--- src/rtl/dspf_pkg.sv ---
// dspf_pkg: constants for the dual-slot power and fault logic.
// assumes a 250 MHz clk; all offsets are word indices on the plain register port.
package dspf_pkg;
  localparam int unsigned CLK_HZ          = 250_000_000;
  localparam int unsigned DEBOUNCE_MS     = 5;
  localparam int unsigned DEBOUNCE_CYC    = CLK_HZ / 1000 * DEBOUNCE_MS;
  localparam int unsigned FTIMER_DEF_CYC  = 1000;
  localparam int          NSLOT           = 2;
  localparam int          AW              = 4;
  localparam int          DW              = 32;
  localparam logic [3:0]  OFS_STATE_A     = 4'h0;
  localparam logic [3:0]  OFS_STATE_B     = 4'h1;
  localparam logic [3:0]  OFS_COMMON      = 4'h2;
  localparam logic [3:0]  OFS_CTRL        = 4'h3;
  localparam logic [3:0]  OFS_FTIMER      = 4'h4;
  localparam logic [3:0]  OFS_IRQ_STAT    = 4'h5;
  localparam logic [3:0]  OFS_IRQ_MASK    = 4'h6;
  // slot state field positions
  localparam int ST_MAIN_ON   = 0;
  localparam int ST_AUX_ON    = 1;
  localparam int ST_MAIN_FLT  = 2;
  localparam int ST_AUX_FLT   = 3;
  localparam int ST_PGOOD     = 4;
  localparam int ST_FORCED    = 5;
  localparam int ST_PWR_OFF   = 6;
  localparam int ST_THERMAL   = 7;
  localparam logic [1:0]  CTRL_RST        = 2'h0;
  localparam logic [1:0]  IRQ_RST         = 2'h0;
  localparam logic [1:0]  MASK_RST        = 2'h3;
  typedef enum logic [1:0] {DSPF_IDLE, DSPF_TIMING, DSPF_TRIPPED} dspf_flt_t;
endpackage

--- src/rtl/dspf_core.sv ---
// dspf_core: per-slot power enable, fault latch, force-on, debounce, status and interrupt.
// assumes analog comparator flags arrive asynchronously and are synchronised here.
// Behaviour
// - fault output low while any main or aux fault is latched
// - aux fault latched until aux power request goes low
// - main fault latched until main power request goes low
// - fault must persist the programmed timer interval before main power drops
// - power-good low only while all slot voltages are good
// - active force-on keeps the channel on despite a fault
// - force-on ignored while its inhibit bit is set
// - thermal shutdown overrides force-on
// - each slot state readable in a per-slot register
// - both inputs per slot debounced; levels in one common register
// - power-off status once all slot voltages fall below threshold after main off
// - debounce requires about 5 ms of stable input
// - interrupt low on unmasked fault, released when status cleared
// - aux output follows the aux request level, held off by a latched aux fault (unless forced) or by thermal shutdown
//
// The register addresses and the plain strobed port were decided locally.
`timescale 1ns/1ps
`default_nettype none
module dspf_core #(
  parameter int unsigned DEB_CYC = dspf_pkg::DEBOUNCE_CYC
) (
  input  wire  logic                     clk,
  input  wire  logic                     rst_b,
  input  wire  logic [dspf_pkg::NSLOT-1:0] main_power_request,
  input  wire  logic [dspf_pkg::NSLOT-1:0] aux_power_request,
  input  wire  logic [dspf_pkg::NSLOT-1:0] force_channel_on_n,
  input  wire  logic [dspf_pkg::NSLOT-1:0] slot_input_one,
  input  wire  logic [dspf_pkg::NSLOT-1:0] slot_input_two,
  input  wire  logic [dspf_pkg::NSLOT-1:0] main_fault_cond,
  input  wire  logic [dspf_pkg::NSLOT-1:0] aux_fault_cond,
  input  wire  logic [dspf_pkg::NSLOT-1:0] all_volt_good,
  input  wire  logic [dspf_pkg::NSLOT-1:0] all_volt_low,
  input  wire  logic [dspf_pkg::NSLOT-1:0] thermal_shut,
  input  wire  logic [dspf_pkg::AW-1:0]  reg_addr,
  input  wire  logic [dspf_pkg::DW-1:0]  reg_wdata,
  input  wire  logic                     reg_wr,
  input  wire  logic                     reg_rd,
  output var   logic [dspf_pkg::DW-1:0]  reg_rdata,
  output var   logic [dspf_pkg::NSLOT-1:0] main_power_on,
  output var   logic [dspf_pkg::NSLOT-1:0] aux_slot_output,
  output var   logic [dspf_pkg::NSLOT-1:0] slot_fault_n,
  output var   logic [dspf_pkg::NSLOT-1:0] slot_power_good_n,
  output var   logic                     irq_n
);
  import dspf_pkg::*;

  // ---------------------------------------------------------------
  // input synchronisers
  // ---------------------------------------------------------------
  localparam int NIN = 10;
  // force-on is active low: its flops reset to the idle high level, so the
  // two cycles after reset do not look like a forced channel
  localparam logic [NIN*NSLOT-1:0] SYNC_IDLE =
    {{(2*NSLOT){1'b0}}, {NSLOT{1'b1}}, {(7*NSLOT){1'b0}}};
  logic [NIN*NSLOT-1:0] raw;
  logic [NIN*NSLOT-1:0] s1_q;
  logic [NIN*NSLOT-1:0] s2_q;
  assign raw = {main_power_request, aux_power_request, force_channel_on_n,
                slot_input_one, slot_input_two, main_fault_cond, aux_fault_cond,
                all_volt_good, all_volt_low, thermal_shut};
  always_ff @(posedge clk) begin
    if (!rst_b) begin
      s1_q <= SYNC_IDLE;
      s2_q <= SYNC_IDLE;
    end else begin
      s1_q <= raw;
      s2_q <= s1_q;
    end
  end
  logic [NSLOT-1:0] on_s;
  logic [NSLOT-1:0] aux_s;
  logic [NSLOT-1:0] fon_n_s;
  logic [NSLOT-1:0] gi1_s;
  logic [NSLOT-1:0] gi2_s;
  logic [NSLOT-1:0] mf_s;
  logic [NSLOT-1:0] af_s;
  logic [NSLOT-1:0] vg_s;
  logic [NSLOT-1:0] vl_s;
  logic [NSLOT-1:0] th_s;
  assign {on_s, aux_s, fon_n_s, gi1_s, gi2_s, mf_s, af_s, vg_s, vl_s, th_s} = s2_q;

  // ---------------------------------------------------------------
  // software registers
  // ---------------------------------------------------------------
  logic [NSLOT-1:0] inhibit_q;
  logic [15:0]      ftimer_q;
  logic [NSLOT-1:0] irq_stat_q;
  logic [NSLOT-1:0] irq_mask_q;
  logic [NSLOT-1:0] flt_now;
  logic [NSLOT-1:0] flt_prev_q;
  logic             wr_stat;
  assign wr_stat = reg_wr && (reg_addr == OFS_IRQ_STAT);

  always_ff @(posedge clk) begin
    if (!rst_b) begin
      inhibit_q  <= CTRL_RST;
      ftimer_q   <= 16'(FTIMER_DEF_CYC);
      irq_mask_q <= MASK_RST;
    end else if (reg_wr) begin
      if (reg_addr == OFS_CTRL) begin
        inhibit_q <= reg_wdata[NSLOT-1:0];
      end else if (reg_addr == OFS_FTIMER) begin
        ftimer_q <= reg_wdata[15:0];
      end else if (reg_addr == OFS_IRQ_MASK) begin
        irq_mask_q <= reg_wdata[NSLOT-1:0];
      end
    end
  end

  // sticky fault events; a new fault beats a same-cycle write-one clear
  always_ff @(posedge clk) begin
    if (!rst_b) begin
      irq_stat_q <= IRQ_RST;
      flt_prev_q <= '0;
    end else begin
      flt_prev_q <= flt_now;
      irq_stat_q <= (irq_stat_q & ~(wr_stat ? reg_wdata[NSLOT-1:0] : '0))
                    | (flt_now & ~flt_prev_q);
    end
  end

  // level output from a flop; it follows a clear one cycle later
  always_ff @(posedge clk) begin
    if (!rst_b) begin
      irq_n <= 1'b1;
    end else begin
      irq_n <= ~|(irq_stat_q & irq_mask_q);
    end
  end

  // ---------------------------------------------------------------
  // per-slot logic
  // ---------------------------------------------------------------
  logic [7:0]       state_w [NSLOT];
  logic [NSLOT-1:0] gi1_q;
  logic [NSLOT-1:0] gi2_q;

  for (genvar s = 0; s < NSLOT; s++) begin : g_slot
    dspf_flt_t                    st_q;
    logic [15:0]                  tcnt_q;
    logic                         mflt_q;
    logic                         aflt_q;
    logic                         aon_q;
    logic                         off_q;
    logic                         forced;
    logic [$clog2(DEB_CYC+1)-1:0] d1_q;
    logic [$clog2(DEB_CYC+1)-1:0] d2_q;
    logic                         c1_q;
    logic                         c2_q;

    // -------------------------------------------------------------
    // force-on qualify
    // -------------------------------------------------------------
    // force-on counts only when not inhibited and no thermal trip
    assign forced = !fon_n_s[s] && !inhibit_q[s] && !th_s[s];

    // -------------------------------------------------------------
    // fault timer
    // -------------------------------------------------------------
    // condition must hold ftimer_q cycles; a gap restarts the count, so
    // a chattering fault never trips while the request stays high
    always_ff @(posedge clk) begin
      if (!rst_b) begin
        st_q   <= DSPF_IDLE;
        tcnt_q <= '0;
      end else begin
        case (st_q)
          DSPF_IDLE: begin
            tcnt_q <= '0;
            if (mf_s[s] && on_s[s]) begin
              st_q <= DSPF_TIMING;
            end
          end
          DSPF_TIMING: begin
            if (!mf_s[s] || !on_s[s]) begin
              st_q <= DSPF_IDLE;
            end else if (tcnt_q + 16'h1 >= ftimer_q) begin
              st_q <= DSPF_TRIPPED;
            end else begin
              tcnt_q <= tcnt_q + 16'h1;
            end
          end
          default: begin
            if (!on_s[s]) begin
              st_q <= DSPF_IDLE;
            end
          end
        endcase
      end
    end
    assign mflt_q = (st_q == DSPF_TRIPPED);

    // -------------------------------------------------------------
    // aux fault latch
    // -------------------------------------------------------------
    // aux fault latches and clears only when the aux request drops
    always_ff @(posedge clk) begin
      if (!rst_b) begin
        aflt_q <= 1'b0;
      end else if (!aux_s[s]) begin
        aflt_q <= 1'b0;
      end else if (af_s[s]) begin
        aflt_q <= 1'b1;
      end
    end
    assign aon_q = aux_s[s] && (!aflt_q || forced);

    // -------------------------------------------------------------
    // slot outputs
    // -------------------------------------------------------------
    // thermal wins over request and force; every pin leaves a flop
    always_ff @(posedge clk) begin
      if (!rst_b) begin
        main_power_on[s]     <= 1'b0;
        aux_slot_output[s]   <= 1'b0;
        slot_fault_n[s]      <= 1'b1;
        slot_power_good_n[s] <= 1'b1;
      end else begin
        main_power_on[s]     <= !th_s[s] && ((on_s[s] && !mflt_q) || forced);
        aux_slot_output[s]   <= aon_q && !th_s[s];
        slot_fault_n[s]      <= !(mflt_q || aflt_q || th_s[s]);
        slot_power_good_n[s] <= !vg_s[s];
      end
    end

    // -------------------------------------------------------------
    // power-off status
    // -------------------------------------------------------------
    // power-off flag: main off and every rail under the low threshold
    always_ff @(posedge clk) begin
      if (!rst_b) begin
        off_q <= 1'b0;
      end else begin
        off_q <= !main_power_on[s] && vl_s[s];
      end
    end

    // -------------------------------------------------------------
    // input debounce
    // -------------------------------------------------------------
    // debounce: accept a new level only after DEB_CYC stable cycles
    // any bounce shorter than that leaves the old level standing
    always_ff @(posedge clk) begin
      if (!rst_b) begin
        d1_q <= '0;
        d2_q <= '0;
        c1_q <= 1'b0;
        c2_q <= 1'b0;
      end else begin
        if (gi1_s[s] == c1_q) begin
          d1_q <= '0;
        end else if (d1_q == ($bits(d1_q))'(DEB_CYC - 1)) begin
          d1_q <= '0;
          c1_q <= gi1_s[s];
        end else begin
          d1_q <= d1_q + 1'b1;
        end
        if (gi2_s[s] == c2_q) begin
          d2_q <= '0;
        end else if (d2_q == ($bits(d2_q))'(DEB_CYC - 1)) begin
          d2_q <= '0;
          c2_q <= gi2_s[s];
        end else begin
          d2_q <= d2_q + 1'b1;
        end
      end
    end
    assign gi1_q[s] = c1_q;
    assign gi2_q[s] = c2_q;

    assign flt_now[s] = mflt_q || aflt_q;
    // status word packs flags of this cycle only, never half updated
    assign state_w[s] = {th_s[s], off_q, !fon_n_s[s] && !inhibit_q[s], vg_s[s],
                         aflt_q, mflt_q, aux_slot_output[s], main_power_on[s]};
  end

  // ---------------------------------------------------------------
  // register read, data in the cycle after the strobe
  // ---------------------------------------------------------------
  // zero outside the read cycle so a late sample never sees stale state
  always_ff @(posedge clk) begin
    if (!rst_b) begin
      reg_rdata <= '0;
    end else if (reg_rd) begin
      if (reg_addr == OFS_STATE_A) begin
        reg_rdata <= {24'h0, state_w[0]};
      end else if (reg_addr == OFS_STATE_B) begin
        reg_rdata <= {24'h0, state_w[1]};
      end else if (reg_addr == OFS_COMMON) begin
        reg_rdata <= {28'h0, gi2_q[1], gi1_q[1], gi2_q[0], gi1_q[0]};
      end else if (reg_addr == OFS_CTRL) begin
        reg_rdata <= {30'h0, inhibit_q};
      end else if (reg_addr == OFS_FTIMER) begin
        reg_rdata <= {16'h0, ftimer_q};
      end else if (reg_addr == OFS_IRQ_STAT) begin
        reg_rdata <= {30'h0, irq_stat_q};
      end else if (reg_addr == OFS_IRQ_MASK) begin
        reg_rdata <= {30'h0, irq_mask_q};
      end else begin
        reg_rdata <= '0;
      end
    end else begin
      reg_rdata <= '0;
    end
  end
endmodule
`default_nettype wire

--- config.mk ---
export PLATFORM = sky130hd
export DESIGN_NAME = dspf_core
export DESIGN_NICKNAME = d
export VERILOG_FILES = /design/src/rtl/dspf_pkg.sv /design/src/rtl/dspf_core.sv
export SDC_FILE = /design/constraint.sdc
export NUM_CORES = 1
export LEC_CHECK = 0
export BUFFER_PORTS_ARGS = -buffer_cell sky130_fd_sc_hd__buf_2
export CAP_MARGIN = 15
export CORE_MARGIN = 5
export CORE_UTILIZATION = 50
export CTS_BUF_LIST = sky130_fd_sc_hd__clkbuf_16
export DETAILED_ROUTE_END_ITERATION = 7
export PLACE_DENSITY = 0.69
export SYNTH_ARGS = -nofsm -noshare
export SYNTH_HDL_FRONTEND = slang
export SYNTH_SLANG_ARGS = --single-unit
--- constraint.sdc ---
create_clock -name clk -period 4.4 [get_ports clk]
set_input_delay 0.22 -clock clk [delete_from_list [all_inputs] [get_ports clk]]
set_output_delay 0.22 -clock clk [all_outputs]
set_load 0.02 [all_outputs]
* Yosys cells after proc, flatten, opt, wreduce, memory -nomap -nowiden *
Cells that the tools add are included.

cells by class
  add/subtract/negate cells = 6
  magnitude comparators = 2
  eq/ne operators = 28
  multiplexer cells = 24
  bitwise operators = 14
  reductions and logical operators = 74

operators by type and width
  operator                 number
  $add A21 B1 Y21 const B  4
  $eq A21 B21 Y1 const B   4
  $mux W16                 5
  $pmux W16 S2             2
  $add A16 B1 Y16 const B  2
  $ge A16 B16 Y1           2
  $mux W8                  4
  $mux W2                  11
  $logic_not A1 Y1         21
  $logic_and A1 B1 Y1      17
  $reduce_and A2 Y1        8
  $reduce_and A3 Y1        5
  $eq A4 B3 Y1 const B     3
  $ne A2 B2 Y1 const B     6
  $reduce_or A3 Y1         4
  $logic_or A1 B1 Y1       10
  $eq A4 B2 Y1 const B     2
  $not A1 Y1               8
  $pmux W2 S2              2
  $reduce_or A8 Y1         1
  $and A2 B2 Y2            3
  $ne A3 B1 Y1 const B     2
  $ne A3 B3 Y1 const B     2
  $reduce_or A6 Y1         1
  11 further kinds         19

word-level totals
  register bits after elaboration = 233
  input port bits = 60
  output and inout port bits = 41

* Longest topological paths before layout *
Gate-level depths: netlist of the first run.

  depth in word-level cells = 8
  mapped depth = 14
  gate-level depth less buffers = 13

* Worst setup path before layout of the first run *
OpenSTA, ideal clock, no wires.

  kind = register to register
  from = register g_slot[1].tcnt_q[5]
  to = register g_slot[1].tcnt_q[10]
  setup time = 61 ps
  arrival time = 3439 ps
  data required time = 4339 ps
  path slack = 900 ps
  cell stages (with the launch flop) = 13
  path buffers = 2
  period minus slack after synthesis = 3500 ps
  path through = dfxtp_1 -> clkbuf_1 -> nand2_1 -> or4_1 -> or3_1 -> xnor2_1 -> ha_1 -> nand4_1 -> nor4_1 -> a32oi_1 -> a211oi_1 -> clkbuf_1 -> a32o_1

between the ends
  cells in the longest elaborated chain, start to end = 4
  elaborated cells on any way between the ends = 7
  classes of those cells = add/sub (1); order compare (1); eq/ne (1); mux (3); reduce/logical (1)

RTL lines
  element                                                             line                                source
  start, declared                                                     dspf_core.sv:143                    logic [15:0] tcnt_q;
  start signal, assigned                                              dspf_core.sv:183                    tcnt_q <= tcnt_q + 16'h1;
  $add A16 B1 Y16 *                                                   dspf_core.sv:180, dspf_core.sv:183
  $ge A16 B16 Y1 / $mux W16 (equally long branches)                   dspf_core.sv:180                    end else if (tcnt_q + 16'h1 >= ftimer_q) begin
  $ne A2 B2 Y1 (no line) / $mux W16 (equally long branches)           -
  $reduce_and A3 Y1 (no line) / $pmux W16 S2 (equally long branches)  -

Mark *: on every way between the ends. The rest lies on a longest branch, timed or not. The select of a mux whose other input is x is not followed.
A chain may end at the register's enable or synchronous reset.

* Worst setup path in the final report of the first run *
  from = register g_slot[1].tcnt_q[2]
  to = register g_slot[1].tcnt_q[12]

The elaborated chain is that of the path after synthesis.

==> results.json, run 1 <==
{
  "avgSynthCellArea_um2": 8.760,
  "rsz0062_at_grt": "no",
  "antenna_found_initial": 0,
  "yosys_most_used_dff": "dfxtp_1",
  "clockRootBuffer": "clkbuf_16",
  "cp_data_arrival_time_ns": 4.15,
  "synth_top_area_frac": 0.4509,
  "crit_fanout": 18,
  "cap_violations": 0,
  "vdd.ir_drop.worst_uv": 265.5,
  "cts_setup_buffers": 0,
  "max_slew_margin": 0.4289,
  "min_period_ns": 3.763,
  "drc_errors": 0,
  "ys_warn_count": 0,
  "hold_path_class": "primary input to register",
  "drt-total-wl_mm": 21.30,
  "gp_congestion": 0.8664,
  "place_hpwl_mm": 14.84,
  "setup_tns_ns": 0,
  "start_kind": "register",
  "io_buffers": 68,
  "die_x_um": 148.8,
  "coreArea_um2": 18830,
  "setup_viol": 0,
  "tightestPinTransition_ns": 0.8501,
  "syn_to_final_growth_pct": 15.89,
  "grt_pass1_wl_mm": 35.31,
  "grtUsageTotal": 0.1893,
  "grt_pass1_vias": 7187,
  "netlist_area_um2": 9635,
  "grt_max_degree": 57,
  "ys_seq_area_frac": 0.4509,
  "clkTransAtPathRegs_ns": 0.06,
  "synthTopCellsByArea": "dfxtp_1 (45%), nor2_1 (5.6%), xnor2_1 (5.0%)",
  "fin_nets": 1289,
  "drtAntennaViolNets": 0,
  "worstPathRequired_ns": 4.79,
  "crit_path_end_kind": "register",
  "placed_area_um2": 10100,
  "skew_ns": 0.01089,
  "clkSinkCount": 217,
  "cts_buffer_depth": 3,
  "yosys-top-cells-count": "dfxtp_1 (217), nor2_1 (144), nand2_1 (125)",
  "route.vias.total": 7761,
  "async_flop_share": 0,
  "start_util": 0.5117,
  "die-area_um2": 22150,
  "ios": 101,
  "synth_edf_count": 0,
  "fp-row-count": 50,
  "die_h_um": 148.8,
  "viasPerCell": 5.287,
  "synthCells": 1100,
  "wire_per_inst_um": 14.51,
  "critPathKind": "register to register",
  "p_leak_uw": 0.004291,
  "htree_levels": 1,
  "layout-drive-gt1-share": 0.09776,
  "p_total_uw": 4009,
  "initialDrtViolationCount": 506,
  "synth_top_area_cell": "dfxtp_1",
  "p_per_area_nw_per_um2": 359.0,
  "dr.pass1.iters": 7,
  "clk_latency_ns": 0.50,
  "yosysUniqueCellTypes": 58,
  "outcome": "completed",
  "yosys_register_bits": 217,
  "finalCritPeriodShare": 0.8552,
  "fmax_ghz": 0.2658,
  "grt_overflow": 0,
  "fin_area_um2": 11170,
  "yosysMostFrequentCell": "dfxtp_1",
  "cts_buffers": 23,
  "cts_tree": "done",
  "finalHoldViolCount": 0,
  "slew_violations": 0
}
-- cells by family after synthesis --
| group | Yosys count | share of synthesized area |
|---|---|---|
| adder cells (fa/ha/maj) | 38 | 0.04934 |
| AO/OA/AOI/OAI | 124 | 0.08895 |
| other | 1 | 0.0003892 |
| AND/OR/NAND/NOR | 517 | 0.2622 |
| multiplexers | 8 | 0.008311 |
| flip-flops | 217 | 0.4509 |
| XOR/XNOR | 105 | 0.09544 |
| buffers and inverters | 90 | 0.04454 |
-- critical path, cell delays in order (launching register included) --
cell and delay, ns:
dfxtp_1 0.44, nand3_1 0.12, or4_1 0.63, or3_1 0.46, xnor2_1 0.16, ha_1 0.31, nand4_1 0.13, nor2_1 0.06
a211oi_1 0.32, and2_1 0.57, a21oi_1 0.14, o31a_1 0.29
-- cell type report --
type / instances / area [µm²]
inverter: 33 / 123.9
timing repair buffer: 108 / 725.7
tap: 260 / 325.3
sequential: 217 / 4344
antenna: 1 / 2.502
fill: 1657 / 7664
multi-input combinational: 808 / 4918
clock inverter: 18 / 151.4
clock buffer: 23 / 575.6
-- per-layer routing --
metal,vias to the layer above,GRT usage,share of wire
met5,-,0,0
met4,0,0.04531,0.023
met3,31,0.02522,0.039
met2,148,0.3030,0.44
met1,3637,0.2724,0.49
li1,3945,-,-
-- through the flow --
step	cells	hold WS, ns	worst slack, ns	utilization
after global placement	1392	0.3924	0.7129	0.5362
after detailed placement	1392	0.3925	0.6782	0.5362
final	1468	0.03475	0.6371	0.5930
after floorplan	1115	0.3215	0.8998	-
after global routing	1467	0.03171	0.2924	0.5929
after CTS	1467	0.01553	0.6504	0.5929
-- sequential cells by signal (all words and copies together), names as in the netlist, 4 cells and up --
register       flops
g_slot.d1_q       42
s2_q              20
g_slot.st_q        4
g_slot.tcnt_q     32
s1_q              20
ftimer_q          16
reg_rdata         16
g_slot.d2_q       42
-- timing repair --
item,CTS,global route
hold buffers,34,0
gates resized for setup,0,0
endpoints found under the setup margin,0,0
endpoints found under the hold margin,34,0
-- power by group --
part	switching, µW	internal (µW)	total [µW]
Combinational	85.0	61.0	146
Clock	785	1070	1860
Sequential	13.2	1990	2000
-- cells in the final DEF (no fill, tap or decap), types with 9 or more instances in the layout --
cell type,netlist,routed
and4_1,11,11
nor2_1,144,144
a21oi_1,40,40
buf_2,4,68
conb_1,1,16
o21ai_0,21,21
and3_1,25,25
clkbuf_16,0,23
ha_1,38,38
and2_1,54,54
nand2_1,125,125
dfxtp_1,217,217
inv_1,33,35
nor3_1,25,25
nand3_1,56,56
xnor2_1,55,55
nand4_1,23,23
xor2_1,50,50
or3_1,11,11
nor4_1,10,10
dlygate4sd3_1,0,34
a32o_1,9,9
-- path summary, 6_finish.rpt --
| kind | from | to | slack (ns) | cells past startpoint |
|---|---|---|---|---|
| setup / recovery | g_slot[1].tcnt_q[2]$_SDFFE_PN0P_ | g_slot[1].tcnt_q[12]$_SDFFE_PN0P_ | 0.64 | 11 |
| hold / removal | reg_wdata[3] | ftimer_q[3]$_SDFFE_PN1P_ | 0.03 | 3 |
| setup reg to reg | g_slot[1].tcnt_q[2]$_SDFFE_PN0P_ | g_slot[1].tcnt_q[12]$_SDFFE_PN0P_ | 0.64 | 11 |
| hold reg to reg | s1_q[15]$_SDFF_PN1_ | s2_q[15]$_SDFF_PN1_ | 0.40 | 1 |
(Power assumes the default switching activity.)
==> run 2, diff against run 1 <==
Settings changed: BUFFER_PORTS_ARGS -buffer_cell sky130_fd_sc_hd__buf_2 to not set, DONT_BUFFER_PORTS set to 1, PLACE_DENSITY 0.69 to not set.
==> run 2 against run 1 <==
- flip-flop and latch count did not move
- clock power rose by 4%
- register-to-register slack improved by 0.03 ns
- clock-buffer cell count rose by 2
- wire length rose by 2.6%
- final cell count fell by 3.9%
- sequential share of layout area rose by 0.70 points
- non-clock buffer count fell by 60
- sequential power barely moved
- first-iteration DRC count fell by 32%
- largest power group unchanged
- hold slack got worse by 0.0078 ns
==> results.json, run 2 (synthesized netlist as in run 1, its figures left out) <==
{
  "coreArea_um2": 18830,
  "p_total_uw": 4074,
  "critical-path-max-stage-delay_ns": 0.62,
  "hold_ws_ns": 0.02694,
  "finalCritPeriodShare": 0.8479,
  "clkTransAtPathRegs_ns": 0.06,
  "io_buffers": 0,
  "grtUsageTotal": 0.1973,
  "antenna_found_initial": 0,
  "setup_tns_ns": 0,
  "finalHoldViolCount": 0,
  "cap_violations": 0,
  "layout-drive-gt1-share": 0.04348,
  "p_leak_uw": 0.004078,
  "htree_levels": 1,
  "cp-startpoint": "g_slot[1].tcnt_q[2]$_SDFFE_PN0P_",
  "hold_depth": 3,
  "slew_violations": 0,
  "die_h_um": 148.8,
  "p_per_area_nw_per_um2": 371.4,
  "p_clk_frac": 0.477,
  "clockRootBuffer": "clkbuf_16",
  "drt-total-wl_mm": 21.85,
  "r2r-end": "g_slot[1].tcnt_q[12]$_SDFFE_PN0P_",
  "cts_setup_buffers": 0,
  "grt_max_degree": 78,
  "fmax_ghz": 0.2680,
  "hold_path_startpoint": "reg_addr[0]",
  "comb_power_share": 0.030,
  "cts_resized": 0,
  "fin_nets": 1230,
  "viasPerCell": 5.315,
  "grt_overflow": 0,
  "critPathKind": "register to register",
  "worstPathRequired_ns": 4.80,
  "seqPwrFrac": 0.493,
  "die_x_um": 148.8,
  "rsz0062_at_grt": "no",
  "power.internal_uw": 3189,
  "setup_viol": 0,
  "dr.pass1.iters": 6,
  "drc_errors": 0,
  "grt_pass1_wl_mm": 36.37,
  "cp_data_arrival_time_ns": 4.13,
  "wire_per_inst_um": 15.49,
  "skew_ns": 0.01629,
  "cts_buffers": 24,
  "swShare": 0.2173,
  "start_util": 0.5117,
  "final_core_util": 0.5826,
  "hold_path_class": "primary input to register",
  "slowest_stage": "or4_1",
  "r2r-start": "g_slot[1].tcnt_q[2]$_SDFFE_PN0P_",
  "die-area_um2": 22150,
  "outcome": "completed",
  "reg_top3": "g_slot.d1_q x42, g_slot.d2_q x42, g_slot.tcnt_q x32",
  "clkSinkCount": 217,
  "ctsHoldBuffers": 42,
  "cts_tree": "done",
  "reg2reg_depth": 11,
  "max_slew_margin": 0.3854,
  "r2r_setup_slack_ns": 0.67,
  "fp-row-count": 50,
  "holdPathEnd": "reg_rdata[1]$_SDFF_PN0_",
  "vdd.ir_drop.worst_uv": 278.7,
  "start_kind": "register",
  "grt_pass1_vias": 7094,
  "syn_to_final_growth_pct": 13.86,
  "cts_buffer_depth": 3,
  "crit_path_end_kind": "register",
  "ios": 101,
  "place_hpwl_mm": 15.05,
  "final_cell_mix": "dfxtp_1 (217), nor2_1 (144), nand2_1 (125)",
  "route.vias.total": 7500,
  "initialDrtViolationCount": 344,
  "crit_chain": "nand3_1 > or4_1 > or3_1 > xnor2_1 > ha_1 > nand4_1 > nor4_1 > a32oi_1 > and2_1 > and4b_1 > o31a_1",
  "clk_latency_ns": 0.51,
  "min_period_ns": 3.731,
  "final_common_cell": "dfxtp_1",
  "crit_fanout": 18,
  "p_switching_uw": 885.1,
  "gp_congestion": 0.7927,
  "tightestPinTransition_ns": 0.9148,
  "drtAntennaViolNets": 0
}
## run 2: cell types whose count changed in the layout (fill, tap and decap cells not counted)
cell / change
buf_2: -68
buf_16: +1
clkbuf_16: +2
clkinv_2: -1
dlygate4sd3_1: +7
clkinv_4: +1
inv_1: +2
clkinv_1: +2
clkinvlp_4: -3
## run 2: how the worst max path moves through the flow
stage,endpoint,slack (ns)
global placement,g_slot[1].tcnt_q[12]$_SDFFE_PN0P_,0.70
detailed placement,g_slot[1].tcnt_q[12]$_SDFFE_PN0P_,0.67
global route,g_slot[1].tcnt_q[12]$_SDFFE_PN0P_,0.33
finish,g_slot[1].tcnt_q[12]$_SDFFE_PN0P_,0.67
floorplan,g_slot[1].tcnt_q[10]$_SDFFE_PN0P_,0.90
CTS,g_slot[1].tcnt_q[12]$_SDFFE_PN0P_,0.65
## run 2: critical path: cells and delay by family (launching register included)
kind,cells,cell delay [ns]
AOI/OAI and AO/OA,2,0.40
xor gates and xnor gates,1,0.15
adders and majority gates,1,0.32
DFF,1,0.44
and+or+nand+nor,7,2.32
## run 2: stage by stage
stage | std cells | area (µm²) | worst slack (ns)
6_report | 1411 | 10970 | 0.6692
5_1_grt | 1410 | 10970 | 0.3296
4_1_cts | 1410 | 10970 | 0.6527
3_5_place_dp | 1324 | 9757 | 0.6695
3_3_place_gp | 1324 | 9757 | 0.7009
2_1_floorplan | 1115 | 9692 | 0.8998
## run 2: final cells by class
type,count,area [µm²]
Multi-Input combinational cell,808,4918
Clock buffer,25,625.6
Clock inverter,19,147.6
Inverter,33,123.9
Timing Repair Buffer,48,483.0
Fill cell,1743,7860
Antenna cell,1,2.502
Tap cell,260,325.3
Sequential cell,217,4344
## run 2: per-layer routing
layer | track usage | wire, µm | vias to the layer above | part of all wire
met3 | 0.02978 | 1024 | 34 | 0.047
met2 | 0.3242 | 10210 | 165 | 0.47
li1 | - | - | 3830 | -
met1 | 0.2778 | 10220 | 3471 | 0.47
met5 | 0 | 0 | - | 0
met4 | 0.04073 | 389 | 0 | 0.018
## run 2: power groups by stage
| stage | clock network [µW] | logic (µW) | registers, µW |
|---|---|---|---|
| floorplan | 0 | 86.5 | 2050 |
| global placement | 0 | 78.5 | 2050 |
| detailed placement | 0 | 78.8 | 2050 |
| CTS | 1980 | 122 | 2010 |
| global route | 2070 | 136 | 2010 |
| finish | 1940 | 122 | 2010 |
==> run 3, diff against run 2 <==
Settings changed: ABC_AREA set to 1, PLACE_DENSITY set to 0.68.
Clock period 4.4 ns to 3.2 ns, I/O delays scaled along.
==> run 3 against run 2 <==
- global-route usage fell by 0.45 points
- largest power group unchanged
- sequential share of layout area down 3.8 points
- critical path depth increased by 5
- critical endpoint is now g_slot[1].st_q[0]$_SDFFE_PN0P_
- final cell count increased by 26%
==> results.json, run 3 <==
{
  "outcome": "completed",
  "grtUsageTotal": 0.1928,
  "setup_viol": 0,
  "finalHoldViolCount": 0,
  "slew_violations": 0,
  "synthCells": 1437,
  "tightestPinTransition_ns": 0.8741,
  "critPathKind": "register to register",
  "coreArea_um2": 21020,
  "final_common_cell": "nand2_1",
  "io_buffers": 0,
  "power.internal_uw": 4643,
  "synth_top_area_cell": "dfxtp_1",
  "min_period_ns": 2.876,
  "netlist_area_um2": 10690,
  "diodes": 0,
  "final_core_util": 0.5772,
  "route.vias.total": 8877,
  "fin_nets": 1582,
  "antenna_found_initial": 0,
  "grt_max_degree": 88,
  "worstPathRequired_ns": 3.62,
  "fmax_ghz": 0.3477,
  "synthTopCellsByArea": "dfxtp_1 (41%), nand2_1 (9.5%), inv_1 (7.4%)",
  "p_clk_frac": 0.416,
  "finalCritPeriodShare": 0.8988,
  "yosysUniqueCellTypes": 52,
  "crit_path_end_kind": "register",
  "die_x_um": 156.2,
  "reg_top3": "g_slot.d1_q x42, g_slot.d2_q x42, g_slot.tcnt_q x32",
  "grt_overflow": 0,
  "max_slew_margin": 0.4156,
  "grt_pass1_wl_mm": 39.68,
  "htree_levels": 1,
  "drtAntennaViolNets": 0,
  "p_per_area_nw_per_um2": 522.7,
  "start_util": 0.5085,
  "vdd.ir_drop.worst_uv": 309.9,
  "ys_seq_area_frac": 0.4064,
  "final_cell_mix": "nand2_1 (271), dfxtp_1 (217), inv_1 (213)",
  "syn_to_final_growth_pct": 13.51,
  "cts_buffer_depth": 3,
  "seqPwrFrac": 0.456,
  "yosys_most_used_dff": "dfxtp_1",
  "fillCellCount": 1960,
  "skew_ns": 0.02098,
  "rsz0062_at_grt": "no",
  "setup_tns_ns": 0,
  "clk_latency_ns": 0.52,
  "viasPerCell": 5.001,
  "clockRootBuffer": "clkbuf_16",
  "clkSinkCount": 217,
  "yosys-top-cells-count": "nand2_1 (271), dfxtp_1 (217), inv_1 (210)",
  "initialDrtViolationCount": 373,
  "crit_fanout": 12,
  "avgSynthCellArea_um2": 7.439,
  "cts_setup_buffers": 0,
  "p_switching_uw": 1700,
  "ys_warn_count": 0,
  "gp_congestion": 0.8847,
  "p_leak_uw": 0.004993,
  "grt_pass1_vias": 8202,
  "place_hpwl_mm": 16.96,
  "drt-total-wl_mm": 23.71,
  "die-area_um2": 24400,
  "hold_path_class": "primary input to register",
  "fp-row-count": 53,
  "cp_data_arrival_time_ns": 3.29,
  "swShare": 0.2680,
  "die_h_um": 156.2,
  "dr.pass1.iters": 5,
  "synth_top_area_frac": 0.4064,
  "async_flop_share": 0,
  "drc_errors": 0,
  "synth_edf_count": 0,
  "ios": 101,
  "layout-drive-gt1-share": 0.09000,
  "comb_power_share": 0.128,
  "cap_violations": 0,
  "cts_buffers": 23,
  "wire_per_inst_um": 13.36,
  "clkTransAtPathRegs_ns": 0.06,
  "yosysMostFrequentCell": "nand2_1",
  "yosys_register_bits": 217,
  "cts_tree": "done",
  "start_kind": "register"
}
-- run 3: metal layers --
| metal | vias to the layer above | GRT usage | wire, µm |
|---|---|---|---|
| met5 | - | 0 | 0 |
| met4 | 0 | 0.04091 | 284 |
| met3 | 29 | 0.03263 | 1273 |
| met2 | 172 | 0.3318 | 11150 |
| met1 | 4002 | 0.2562 | 11000 |
| li1 | 4674 | - | - |
-- run 3: cells by family after synthesis --
family,after synthesis,share of synthesized area
and+or+nand+nor,711,0.3243
buffers and inverters,270,0.1044
DFF,217,0.4064
AOI/OAI and AO/OA,153,0.08088
xor gates and xnor gates,47,0.03921
adders and majority gates,38,0.04448
other,1,0.0003508
-- run 3: metrics by stage --
stage	instance area [µm²]	hold slack, ns	worst slack (ns)	instances	total power [µW]
2_1_floorplan	10750	0.2576	0.7412	1452	3556
3_3_place_gp	10850	0.2630	0.4139	1683	3658
3_5_place_dp	10850	0.2615	0.3349	1683	3683
4_1_cts	12130	0.02584	0.2871	1775	6413
5_1_grt	12130	0.03377	0.01380	1775	6646
6_report	12130	0.006714	0.3238	1775	6343
-- run 3: power groups by stage --
stage	Combinational, µW	Sequential (µW)	Clock [µW]
global route	927	2900	2820
detailed placement	733	2950	0
global placement	710	2950	0
CTS	808	2890	2710
finish	811	2890	2640
floorplan	628	2930	0
-- run 3: final cells by class --
cell class              instances  area, µm²  share of cell area
repair buffers                 58      584.3             0.04815
clock buffers                  23      575.6             0.04743
clock inverters                18      172.7             0.01423
well taps                     275      344.1             0.02836
inverters                     219      822.0             0.06775
multi-input cells             965       5291              0.4361
flip-flops and latches        217       4344              0.3580
-- run 3: what timing repair did --
| action | 4_1_cts | 5_1_grt |
|---|---|---|
| hold endpoints to repair | 99 | 0 |
| hold buffers | 51 | 0 |
| endpoints found under the setup margin | 0 | 13 |
| resized for setup | 0 | 2 |
-- run 3: critical path, stage by stage (launching register included) --
cell and delay [ns]:
dfxtp_1 0.40, ha_1 0.24, nand3_1 0.18, nor2_1 0.17, nand2_1 0.09, nor2_1 0.15, xor2_1 0.23, inv_1 0.07
ha_1 0.29, nand4_1 0.13, nor3_2 0.18, nand2_1 0.09, buf_4 0.18, nand3_1 0.13, nand2_1 0.08, nor2_1 0.10
nor2_1 0.05
-- run 3: final timing paths --
check,slack (ns),cells after the start,endpoint,start
worst max-delay path,0.32,16,g_slot[1].st_q[0]$_SDFFE_PN0P_,g_slot[1].tcnt_q[0]$_SDFFE_PN0P_
worst min-delay path,0.007,3,s1_q[10]$_SDFF_PN0_,rst_b
worst max register to register,0.32,16,g_slot[1].st_q[0]$_SDFFE_PN0P_,g_slot[1].tcnt_q[0]$_SDFFE_PN0P_
worst min register to register,0.39,2,g_slot[1].off_q$_SDFF_PN0_,s2_q[3]$_SDFF_PN0_
